`src/common/pcpa_consts.svh`:
```
// offsets, field positions, reset values and sizes of the pin assigner
`ifndef PCPA_CONSTS_SVH
`define PCPA_CONSTS_SVH

// register byte offsets on the controller bus
`define PCPA_OFS_SKIP      8'h00
`define PCPA_OFS_SEL0      8'h04
`define PCPA_OFS_SEL1      8'h08
`define PCPA_OFS_GPIO_OUT  8'h0c
`define PCPA_OFS_GPIO_OE   8'h10
`define PCPA_OFS_PIN_IN    8'h14
`define PCPA_OFS_CLAIMED   8'h18

// peripheral_select_0 field positions
`define PCPA_S0_UART       0
`define PCPA_S0_SPI        1
`define PCPA_S0_SPI4W      2
`define PCPA_S0_SMB        3
`define PCPA_S0_CMP        4
`define PCPA_S0_CMPA       5
`define PCPA_S0_CLKOUT     6
`define PCPA_S0_W          7

// peripheral_select_1 field positions
`define PCPA_S1_PCA_LO     0
`define PCPA_S1_PCA_HI     1
`define PCPA_S1_EXTCLK     2
`define PCPA_S1_TMR0       3
`define PCPA_S1_TMR1       4
`define PCPA_S1_XBARON     6
`define PCPA_S1_W          7

// reset values
`define PCPA_RST_SKIP      21'h000000
`define PCPA_RST_SEL0      7'h00
`define PCPA_RST_SEL1      7'h00
`define PCPA_RST_GPIO      21'h000000

// pin counts and fixed serial pins
`define PCPA_PINS          21
`define PCPA_XBAR_LARGE    20
`define PCPA_XBAR_SMALL    16
`define PCPA_GPIO_SMALL    17
`define PCPA_RES           17
`define PCPA_UART_TX_PIN   5'h04
`define PCPA_UART_RX_PIN   5'h05

`endif

```
`src/common/pcpa_pkg.sv`:
```
// types of the pin assigner, used by the crossbar decoder
package pcpa_pkg;
    typedef logic [20:0] pcpa_pins_t;
    typedef logic [4:0]  pcpa_idx_t;
    // resources in decoder priority order, first is highest
    typedef enum logic [4:0] {
        RES_TX, RES_RX, RES_SCK, RES_MISO, RES_MOSI, RES_NSEL, RES_SDA, RES_SCL,
        RES_CMP, RES_CMPA, RES_CLKOUT, RES_CHAN0, RES_CHAN1, RES_CHAN2, RES_ECLK,
        RES_TMR0, RES_TMR1
    } pcpa_res_e;
endpackage

```
`src/common/pcpa_if.sv`:
```
// link between the register controller and the crossbar decoder
`timescale 1ns/10ps
interface pcpa_if;
    logic [20:0] pin_skip_bits;
    logic [6:0]  peripheral_select_0;
    logic [6:0]  peripheral_select_1;
    logic [20:0] gpio_out;
    logic [20:0] gpio_oe;
    logic [20:0] pin_state;
    logic [20:0] pin_claimed;

    modport dev (
        input  pin_skip_bits,
        input  peripheral_select_0,
        input  peripheral_select_1,
        input  gpio_out,
        input  gpio_oe,
        output pin_state,
        output pin_claimed
    );
    modport ctl (
        output pin_skip_bits,
        output peripheral_select_0,
        output peripheral_select_1,
        output gpio_out,
        output gpio_oe,
        input  pin_state,
        input  pin_claimed
    );
endinterface

```
`src/design/pcpa_xbar.sv`:
```
// priority crossbar decoder driving the port pins
`timescale 1ns/10ps
`include "pcpa_consts.svh"
// Function
// each resource gets lowest free unskipped pin
// serial port considered first
// fixed priority order after the serial port
// serial transmit/receive fixed on pins 4, 5
// assigned pins passed over for later resources
// skipped pins treated as already assigned
// placement only on pins 0.0 to 2.3
// pins 0.0 to 2.4 usable as gpio
// special-function signals never placed by decoder
// software skips pins used by analog functions
// software skips gpio and bypassing digital pins
// software skips reference, crystal, conversion pins
// slave select placed only in four-wire mode
// package pin set is a build parameter
// software sets analog/digital mode per pin; the controller has no mode register for it
// matrix enable bit turns crossbar on
// disabled crossbar leaves pins as inputs
// output drivers off while crossbar disabled
module pcpa_xbar #(
    parameter bit LARGE_PKG = 1'b1
) (
    input  wire logic        clock_i,
    input  wire logic        sys_rst_i,
    pcpa_if.dev              link,
    input  wire logic [16:0] periph_out_i,
    input  wire logic [16:0] periph_oe_i,
    output logic      [16:0] periph_in_o,
    input  wire logic [20:0] pin_in_i,
    output logic      [20:0] pin_out_o,
    output logic      [20:0] pin_oe_o
);
    // crossbar and gpio pin counts follow the package
    localparam int XBAR_PINS = LARGE_PKG ? `PCPA_XBAR_LARGE : `PCPA_XBAR_SMALL;
    localparam int GPIO_PINS = LARGE_PKG ? `PCPA_PINS : `PCPA_GPIO_SMALL;

    logic [20:0]  meta_r;
    logic [20:0]  sync_r;
    logic [16:0]  res_en;
    logic [4:0]   place_idx [17];
    logic [16:0]  place_ok;
    logic [20:0]  used;
    logic [4:0]   idx_r [17];
    logic [16:0]  ok_r;
    logic [20:0]  claimed_r;
    logic         xbar_on;
    logic [20:0]  out_nxt;
    logic [20:0]  oe_nxt;
    logic [16:0]  in_nxt;

    // lowest free pin below the crossbar limit, msb flags success
    function automatic logic [5:0] first_free(input logic [20:0] busy);
        logic [5:0] res;
        res = 6'h00;
        for (int j = XBAR_PINS - 1; j >= 0; j--) begin
            if (!busy[j]) begin
                res = {1'b1, 5'(j)};
            end
        end
        return res;
    endfunction

    // pins come from outside, two flops before any use
    always_ff @(posedge clock_i) begin
        if (sys_rst_i) begin
            meta_r <= 21'h000000;
            sync_r <= 21'h000000;
        end else begin
            meta_r <= pin_in_i;
            sync_r <= meta_r;
        end
    end

    // crossbar on only with matrix enable set
    assign xbar_on = link.peripheral_select_1[`PCPA_S1_XBARON];

    // resource enables in priority order
    always_comb begin
        res_en             = 17'h00000;
        res_en[pcpa_pkg::RES_TX]   = link.peripheral_select_0[`PCPA_S0_UART];
        res_en[pcpa_pkg::RES_RX]   = link.peripheral_select_0[`PCPA_S0_UART];
        res_en[pcpa_pkg::RES_SCK]  = link.peripheral_select_0[`PCPA_S0_SPI];
        res_en[pcpa_pkg::RES_MISO] = link.peripheral_select_0[`PCPA_S0_SPI];
        res_en[pcpa_pkg::RES_MOSI] = link.peripheral_select_0[`PCPA_S0_SPI];
        // slave select only in four-wire mode
        res_en[pcpa_pkg::RES_NSEL] = link.peripheral_select_0[`PCPA_S0_SPI]
                                   & link.peripheral_select_0[`PCPA_S0_SPI4W];
        res_en[pcpa_pkg::RES_SDA]  = link.peripheral_select_0[`PCPA_S0_SMB];
        res_en[pcpa_pkg::RES_SCL]  = link.peripheral_select_0[`PCPA_S0_SMB];
        res_en[pcpa_pkg::RES_CMP]  = link.peripheral_select_0[`PCPA_S0_CMP];
        res_en[pcpa_pkg::RES_CMPA] = link.peripheral_select_0[`PCPA_S0_CMPA];
        res_en[pcpa_pkg::RES_CLKOUT] = link.peripheral_select_0[`PCPA_S0_CLKOUT];
        res_en[pcpa_pkg::RES_CHAN0] = |link.peripheral_select_1[`PCPA_S1_PCA_HI:`PCPA_S1_PCA_LO];
        res_en[pcpa_pkg::RES_CHAN1] = link.peripheral_select_1[`PCPA_S1_PCA_HI];
        res_en[pcpa_pkg::RES_CHAN2] = &link.peripheral_select_1[`PCPA_S1_PCA_HI:`PCPA_S1_PCA_LO];
        res_en[pcpa_pkg::RES_ECLK] = link.peripheral_select_1[`PCPA_S1_EXTCLK];
        res_en[pcpa_pkg::RES_TMR0] = link.peripheral_select_1[`PCPA_S1_TMR0];
        res_en[pcpa_pkg::RES_TMR1] = link.peripheral_select_1[`PCPA_S1_TMR1];
    end

    // placement walk; special-function signals have no entry here at all
    // analog and oscillator pins are only reserved through skip bits
    always_comb begin
        logic [5:0] hit;
        hit      = 6'h00;
        place_ok = 17'h00000;
        // skipped pins start out as taken
        used     = link.pin_skip_bits;
        for (int r = 0; r < `PCPA_RES; r++) begin
            place_idx[r] = 5'h00;
        end
        // serial port placed before anything else
        // serial pins fixed, regardless of skip bits
        if (res_en[pcpa_pkg::RES_TX]) begin
            place_idx[pcpa_pkg::RES_TX] = `PCPA_UART_TX_PIN;
            place_idx[pcpa_pkg::RES_RX] = `PCPA_UART_RX_PIN;
            place_ok[pcpa_pkg::RES_TX]  = 1'b1;
            place_ok[pcpa_pkg::RES_RX]  = 1'b1;
            used[`PCPA_UART_TX_PIN]     = 1'b1;
            used[`PCPA_UART_RX_PIN]     = 1'b1;
        end
        // remaining resources walked in enum order
        for (int r = pcpa_pkg::RES_SCK; r < `PCPA_RES; r++) begin
            if (res_en[r]) begin
                // lowest free pin; R07: limited to crossbar range
                hit = first_free(used);
                place_ok[r]  = hit[5];
                place_idx[r] = hit[4:0];
                // claimed pin is passed over afterwards
                if (hit[5]) begin
                    used[hit[4:0]] = 1'b1;
                end
            end
        end
    end

    // placement held in flops; claimed map reported to the controller
    always_ff @(posedge clock_i) begin
        if (sys_rst_i) begin
            ok_r      <= 17'h00000;
            claimed_r <= 21'h000000;
            for (int r = 0; r < `PCPA_RES; r++) begin
                idx_r[r] <= 5'h00;
            end
        end else begin
            ok_r      <= xbar_on ? place_ok : 17'h00000;
            claimed_r <= 21'h000000;
            for (int r = 0; r < `PCPA_RES; r++) begin
                idx_r[r] <= place_idx[r];
                if (xbar_on && place_ok[r]) begin
                    claimed_r[place_idx[r]] <= 1'b1;
                end
            end
        end
    end

    // pin drive: gpio on unclaimed pins, resources on claimed ones
    always_comb begin
        out_nxt = 21'h000000;
        oe_nxt  = 21'h000000;
        in_nxt  = 17'h1ffff;
        // every pin in the gpio range may be driven as gpio
        for (int p = 0; p < GPIO_PINS; p++) begin
            out_nxt[p] = link.gpio_out[p];
            oe_nxt[p]  = link.gpio_oe[p] & ~claimed_r[p];
        end
        for (int r = 0; r < `PCPA_RES; r++) begin
            if (ok_r[r]) begin
                out_nxt[idx_r[r]] = periph_out_i[r];
                oe_nxt[idx_r[r]]  = periph_oe_i[r];
                in_nxt[r]         = sync_r[idx_r[r]];
            end
        end
        // disabled crossbar leaves every pin an input
        // drivers off, gpio output included
        if (!xbar_on) begin
            oe_nxt = 21'h000000;
        end
    end

    // registered pin and peripheral outputs; one cycle behind the map
    always_ff @(posedge clock_i) begin
        if (sys_rst_i) begin
            pin_out_o   <= 21'h000000;
            pin_oe_o    <= 21'h000000;
            periph_in_o <= 17'h1ffff;
        end else begin
            pin_out_o   <= out_nxt;
            pin_oe_o    <= oe_nxt;
            periph_in_o <= in_nxt;
        end
    end

    assign link.pin_state   = sync_r;
    assign link.pin_claimed = claimed_r;
endmodule

```
`src/flat_wrapper.sv`:
```
// flat-port wrapper written by rule: the top's interface ports become plain ports
module pcpa_xbar_flat 
#(
    parameter bit LARGE_PKG = 1'b1
)
  (clock_i, sys_rst_i, periph_out_i, periph_oe_i, periph_in_o, pin_in_i, pin_out_o, pin_oe_o, link_pin_skip_bits, link_peripheral_select_0, link_peripheral_select_1, link_gpio_out, link_gpio_oe, link_pin_state, link_pin_claimed);
  pcpa_if link_i ();
  input  wire logic clock_i;
  input  wire logic sys_rst_i;
  input  wire logic [16:0] periph_out_i;
  input  wire logic [16:0] periph_oe_i;
  output logic      [16:0] periph_in_o;
  input  wire logic [20:0] pin_in_i;
  output logic      [20:0] pin_out_o;
  output logic      [20:0] pin_oe_o;
  input wire logic [$bits(link_i.pin_skip_bits)-1:0] link_pin_skip_bits;
  input wire logic [$bits(link_i.peripheral_select_0)-1:0] link_peripheral_select_0;
  input wire logic [$bits(link_i.peripheral_select_1)-1:0] link_peripheral_select_1;
  input wire logic [$bits(link_i.gpio_out)-1:0] link_gpio_out;
  input wire logic [$bits(link_i.gpio_oe)-1:0] link_gpio_oe;
  output wire logic [$bits(link_i.pin_state)-1:0] link_pin_state;
  output wire logic [$bits(link_i.pin_claimed)-1:0] link_pin_claimed;
  assign link_i.pin_skip_bits = link_pin_skip_bits;
  assign link_i.peripheral_select_0 = link_peripheral_select_0;
  assign link_i.peripheral_select_1 = link_peripheral_select_1;
  assign link_i.gpio_out = link_gpio_out;
  assign link_i.gpio_oe = link_gpio_oe;
  assign link_pin_state = link_i.pin_state;
  assign link_pin_claimed = link_i.pin_claimed;
  pcpa_xbar #(.LARGE_PKG(LARGE_PKG)) u_core (.clock_i(clock_i), .sys_rst_i(sys_rst_i), .link(link_i), .periph_out_i(periph_out_i), .periph_oe_i(periph_oe_i), .periph_in_o(periph_in_o), .pin_in_i(pin_in_i), .pin_out_o(pin_out_o), .pin_oe_o(pin_oe_o));
endmodule
```
`config.mk`:
```
export PLATFORM = sky130hd
export DESIGN_NAME = pcpa_xbar_flat
export DESIGN_NICKNAME = d
export VERILOG_FILES = /design/src/common/pcpa_pkg.sv /design/src/common/pcpa_if.sv /design/src/design/pcpa_xbar.sv /design/src/flat_wrapper.sv
export VERILOG_INCLUDE_DIRS = /design/src /design/src/common
export SDC_FILE = /design/constraint.sdc
export NUM_CORES = 2
export LEC_CHECK = 0
export CORE_MARGIN = 3
export CORE_UTILIZATION = 45
export CTS_CLUSTER_DIAMETER = 30
export DETAILED_ROUTE_END_ITERATION = 7
export DONT_BUFFER_PORTS = 1
export PLACE_DENSITY = 0.65
export SYNTH_ARGS = -nofsm -noshare
export SYNTH_HDL_FRONTEND = slang
export SYNTH_SLANG_ARGS = --single-unit
```
`constraint.sdc`:
```
create_clock -name clock_i -period 62.9 [get_ports clock_i]
set_input_delay 9.435 -clock clock_i [delete_from_list [all_inputs] [get_ports clock_i]]
set_output_delay 9.435 -clock clock_i [all_outputs]
set_load 0.01 [all_outputs]
```
==> results.sh <==
export IMPL_run_status="finished, violations left"
export IMPL_violations="design-rule violations"
export IMPL_detail_route_wirelength_um=130000
export IMPL_placeableCoreArea_mm2=0.0650
export IMPL_postSynthAreaPerCell_um2=6.81
export IMPL_grt_util_all_layers_pct=35.0
export IMPL_worst_setup_path_start_kind="input pin"
export IMPL_synth_largest_area_cell="sky130_fd_sc_hd__dfxtp_1"
export IMPL_fraction_of_layout_instances_using_a_drive_strength_above_1_pct=9.23
export IMPL_cts_hold_fix_buffers=0
export IMPL_skew_ns=0.0535
export IMPL_p_per_area_mw_per_mm2=25.3
export IMPL_count_of_input_and_output_buffers=0
export IMPL_cts_root_buf="sky130_fd_sc_hd__clkbuf_16"
export IMPL_synth_top_cells_by_area="sky130_fd_sc_hd__dfxtp_1 (14%), sky130_fd_sc_hd__nor2_1 (8.4%), sky130_fd_sc_hd__a21oi_1 (7.3%), sky130_fd_sc_hd__nand2_1 (6.8%), sky130_fd_sc_hd__mux4_2 (5.7%)"
export IMPL_p_sw_share_pct=47.3
export IMPL_final_cell_area_mm2=0.0313
export IMPL_net_switching_power_uw=375
export IMPL_initial_core_util_pct=45.8
export IMPL_grt_setup_unrepaired="false"
export IMPL_placement_rows=93
export IMPL_cts_root_to_sink_buffers=3
export IMPL_timing_critical_path_slowest_stage_cell="sky130_fd_sc_hd__a31oi_1"
export IMPL_power_clock_fraction_pct=28.8
export IMPL_synthesis_area_mm2=0.0298
export IMPL_tritoncts_clock_tree="yes"
export IMPL_number_of_enable_type_register_cells_in_the_synthesized_netlist=0
export IMPL_remaining_drcs=16
export IMPL_grt_remaining_overflow=0
export IMPL_critPathTopFamily="compound AO/OA/AOI/OAI gates"
export IMPL_critical_path_n_buffers_inverters=1
export IMPL_cap_viol_max_count=0
export IMPL_dp_cells=5017
export IMPL_fillerInstances=6654
export IMPL_async_reset_ff_share_pct=0
export IMPL_yosysMostFrequentCell="sky130_fd_sc_hd__nor2_1"
export IMPL_clkLatencyLatePin_ns=0.58
export IMPL_detailed_place_hpwl_um=104000
export IMPL_report_final_setup_viol=0
export IMPL_ys_warnings_count=0
export IMPL_cp_data_required_time_ns=63.25
export IMPL_postSynthCellCount=4377
export IMPL_number_of_antenna_violations_at_the_first_check_in_global_routing=5
export IMPL_place_gp_congestion=1.03
export IMPL_synthTopCellsByCount="sky130_fd_sc_hd__nor2_1 (671), sky130_fd_sc_hd__nand2_1 (543), sky130_fd_sc_hd__a21oi_1 (434), sky130_fd_sc_hd__o21ai_0 (245), sky130_fd_sc_hd__dfxtp_1 (214)"
export IMPL_ctsResizeCount=0
export IMPL_ys_flop_type="sky130_fd_sc_hd__dfxtp_1"
export IMPL_ctsHtreeMaxLevel=2
export IMPL_final_max_slew_violation_count=0
export IMPL_placed_area_mm2=0.0299
export IMPL_combinationalPowerShare_pct=49.3
export IMPL_final_hold_viol_count=0
export IMPL_setup_tns_final_ns=0
export IMPL_route_vias_total=35707
export IMPL_synth_seq_area_share_pct=14.4
export IMPL_proportion_of_netlist_area_held_by_the_largest_area_contributor_pct=14.4
export IMPL_max_slew_margin_pct=11.5
export IMPL_grt_start_max_net_pins=155
export IMPL_setup_worst_path_class="in2reg"
export IMPL_crit_path_end_kind="register"
export IMPL_synthDistinctLibCells=153
export IMPL_syn_num_nets=4511
export IMPL_first_iter_violations=5520
export IMPL_power_leakage_uw=0.0109
export IMPL_clk_pin_slew_ns=0.05
export IMPL_grt_pass1_wl_um=193000
export IMPL_max_frequency_ghz=0.0288
export IMPL_non_filler_instances=5094
export IMPL_top_level_ports=235
export IMPL_die_h_um=263
export IMPL_worstHoldPathType="reg2reg"
export IMPL_buffer_count_from_post_cts_setup_fixing=0
export IMPL_cp_data_arrival_time_ns=35.06
export IMPL_first_global_vias=31675
export IMPL_top_fanout_value_on_the_critical_path=16
export IMPL_synthToLayoutAreaGrowth_pct=5.11
export IMPL_seqPwrFrac_pct=22.0
export IMPL_timing_final_crit_period_ns=34.71
export IMPL_drt_wirelength_per_cell_um=25.5
export IMPL_yosys_register_bits=214
export IMPL_via_per_inst=7.01
export IMPL_chipWidth_um=263
export IMPL_internal_dissipation_uw=418
export IMPL_numCtsBuffers=41
export IMPL_critical_path_max_stage_delay_ns=0.81
export IMPL_clock_sinks=214
export IMPL_dieArea_mm2=0.0694
export IMPL_worst_slew_pin_transition_ns=1.32
export IMPL_number_of_routed_nets_with_antenna_violations=0
export IMPL_nets=4339
export IMPL_drt_pass1_iterations=8
export IMPL_crit_path_frequent_cell="sky130_fd_sc_hd__a31oi_1"
export IMPL_part_of_the_cycle_the_worst_path_needs_pct=55.2
export IMPL_worst_ir_drop_vdd_uv=17.2
## power groups by stage
stage / sequential, µW / combinational (µW) / clock [µW]
after floorplan: 158 / 299 / 0
after global placement: 175 / 372 / 0
after detailed placement: 176 / 371 / 0
after CTS: 173 / 373 / 230
after global routing: 176 / 414 / 236
final: 174 / 391 / 228
## stage by stage
stage | hold slack (ns) | utilization, % | total power [µW] | worst slack, ns
2_1_floorplan | 0.414 | - | 457 | 36.09
3_3_place_gp | 0.419 | 46.0 | 548 | 29.07
3_5_place_dp | 0.424 | 46.0 | 547 | 29.16
4_1_cts | 0.434 | 48.2 | 776 | 29.64
5_1_grt | 0.455 | 48.2 | 826 | 26.91
6_report | 0.429 | 48.2 | 793 | 28.19
## final cells by class
type                    instances  area [µm²]  share of cell area, %
multi-input cells            3864       24100                   77.0
flip-flops and latches        214        4280                   13.7
clock buffers                  48        1100                   3.52
clock inverters                26         335                   1.07
inverters                      58         218                  0.695
well taps                     855        1070                   3.41
diodes                          3        7.51                 0.0240
repair buffers                 26         195                  0.623
## logic make-up after synthesis
group                      count (synthesis)  share of synthesized area (%)
AOI/OAI and AO/OA                       1564                           36.5
DFF                                      214                           14.4
muxes                                    204                           10.0
and+or+nand+nor                         2092                           34.3
buffers and inverters                    299                           4.74
other                                      1                         0.0126
adders and majority gates                  3                          0.101
## flip-flops by register name (all words and copies together) (netlist names)
| register | cells |
|---|---|
| u_core.idx_r | 76 |
| u_core.link.pin_state | 21 |
| u_core.periph_in_o | 17 |
| u_core.link.pin_claimed | 21 |
| u_core.pin_oe_o | 21 |
| u_core.pin_out_o | 21 |
| u_core.ok_r | 16 |
| u_core.meta_r | 21 |
## routing by layer
layer | vias up | global-route usage [%] | share of wire [%]
met4 | 4 | 11.1 | 3.4
met2 | 2401 | 52.1 | 42
li1 | 16302 | - | -
met5 | - | 0 | 0.020
met1 | 16695 | 48.1 | 41
met3 | 305 | 11.0 | 14
## worst register-to-register path, stage by stage (launching register included)
cell and delay, ns:
sky130_fd_sc_hd__dfxtp_1 0.40, sky130_fd_sc_hd__nor3b_1 1.07, sky130_fd_sc_hd__nand2_1 0.21, sky130_fd_sc_hd__and3b_1 0.25
sky130_fd_sc_hd__a31oi_1 0.25, sky130_fd_sc_hd__o21ai_0 0.20, sky130_fd_sc_hd__mux2i_1 0.16, sky130_fd_sc_hd__o21ai_0 0.11
sky130_fd_sc_hd__mux2i_1 0.22, sky130_fd_sc_hd__a211oi_1 0.11, sky130_fd_sc_hd__a21oi_1 0.18, sky130_fd_sc_hd__a211oi_1 0.10
sky130_fd_sc_hd__a21oi_1 0.14, sky130_fd_sc_hd__nor2_1 0.05, sky130_fd_sc_hd__a21oi_1 0.17, sky130_fd_sc_hd__nor2_1 0.06
sky130_fd_sc_hd__a21oi_1 0.12, sky130_fd_sc_hd__a21oi_1 0.10, sky130_fd_sc_hd__mux2i_1 0.21, sky130_fd_sc_hd__o21ai_0 0.14
sky130_fd_sc_hd__nand2_1 0.09, sky130_fd_sc_hd__a21oi_1 0.07
## cell usage in the layout (no fill, tap or decap), types with 18 or more instances in the layout
| cell | instances |
|---|---|
| sky130_fd_sc_hd__o21a_1 | 18 |
| sky130_fd_sc_hd__clkbuf_16 | 41 |
| sky130_fd_sc_hd__and3_1 | 40 |
| sky130_fd_sc_hd__inv_1 | 56 |
| sky130_fd_sc_hd__o221ai_1 | 29 |
| sky130_fd_sc_hd__nand3_1 | 160 |
| sky130_fd_sc_hd__a221oi_1 | 40 |
| sky130_fd_sc_hd__nand2_1 | 543 |
| sky130_fd_sc_hd__a221o_1 | 32 |
| sky130_fd_sc_hd__a22oi_1 | 25 |
| sky130_fd_sc_hd__a211oi_1 | 133 |
| sky130_fd_sc_hd__nor2_1 | 671 |
| sky130_fd_sc_hd__nor3b_1 | 48 |
| sky130_fd_sc_hd__or2_2 | 28 |
| sky130_fd_sc_hd__o31ai_1 | 37 |
| sky130_fd_sc_hd__dfxtp_1 | 214 |
| sky130_fd_sc_hd__nor2b_1 | 100 |
| sky130_fd_sc_hd__mux2i_1 | 123 |
| sky130_fd_sc_hd__o21ai_1 | 39 |
| sky130_fd_sc_hd__buf_4 | 26 |
| sky130_fd_sc_hd__mux4_2 | 75 |
| sky130_fd_sc_hd__nand4_1 | 27 |
| sky130_fd_sc_hd__nor4_1 | 32 |
| sky130_fd_sc_hd__a31oi_1 | 89 |
| sky130_fd_sc_hd__nor3_1 | 115 |
| sky130_fd_sc_hd__o22ai_1 | 40 |
| sky130_fd_sc_hd__and2_1 | 58 |
| sky130_fd_sc_hd__o21ai_0 | 245 |
| sky130_fd_sc_hd__a21o_1 | 39 |
| sky130_fd_sc_hd__o211ai_1 | 46 |
| sky130_fd_sc_hd__nand3b_1 | 50 |
| sky130_fd_sc_hd__or3_1 | 26 |
| sky130_fd_sc_hd__a211o_1 | 25 |
| sky130_fd_sc_hd__a21oi_1 | 434 |
| sky130_fd_sc_hd__nand2b_1 | 52 |
## worst paths after layout
check,from,endpoint,slack (ns),cells past startpoint
setup reg to reg,u_core.idx_r[0][14],u_core.pin_oe_o[18],58.34,21
setup / recovery,link_peripheral_select_0[0],u_core.link.pin_claimed[12],28.19,64
hold / removal,u_core.meta_r[19],u_core.link.pin_state[19],0.43,1
hold reg to reg,u_core.meta_r[19],u_core.link.pin_state[19],0.43,1
Note: power is estimated with default switching activity, not from simulation.
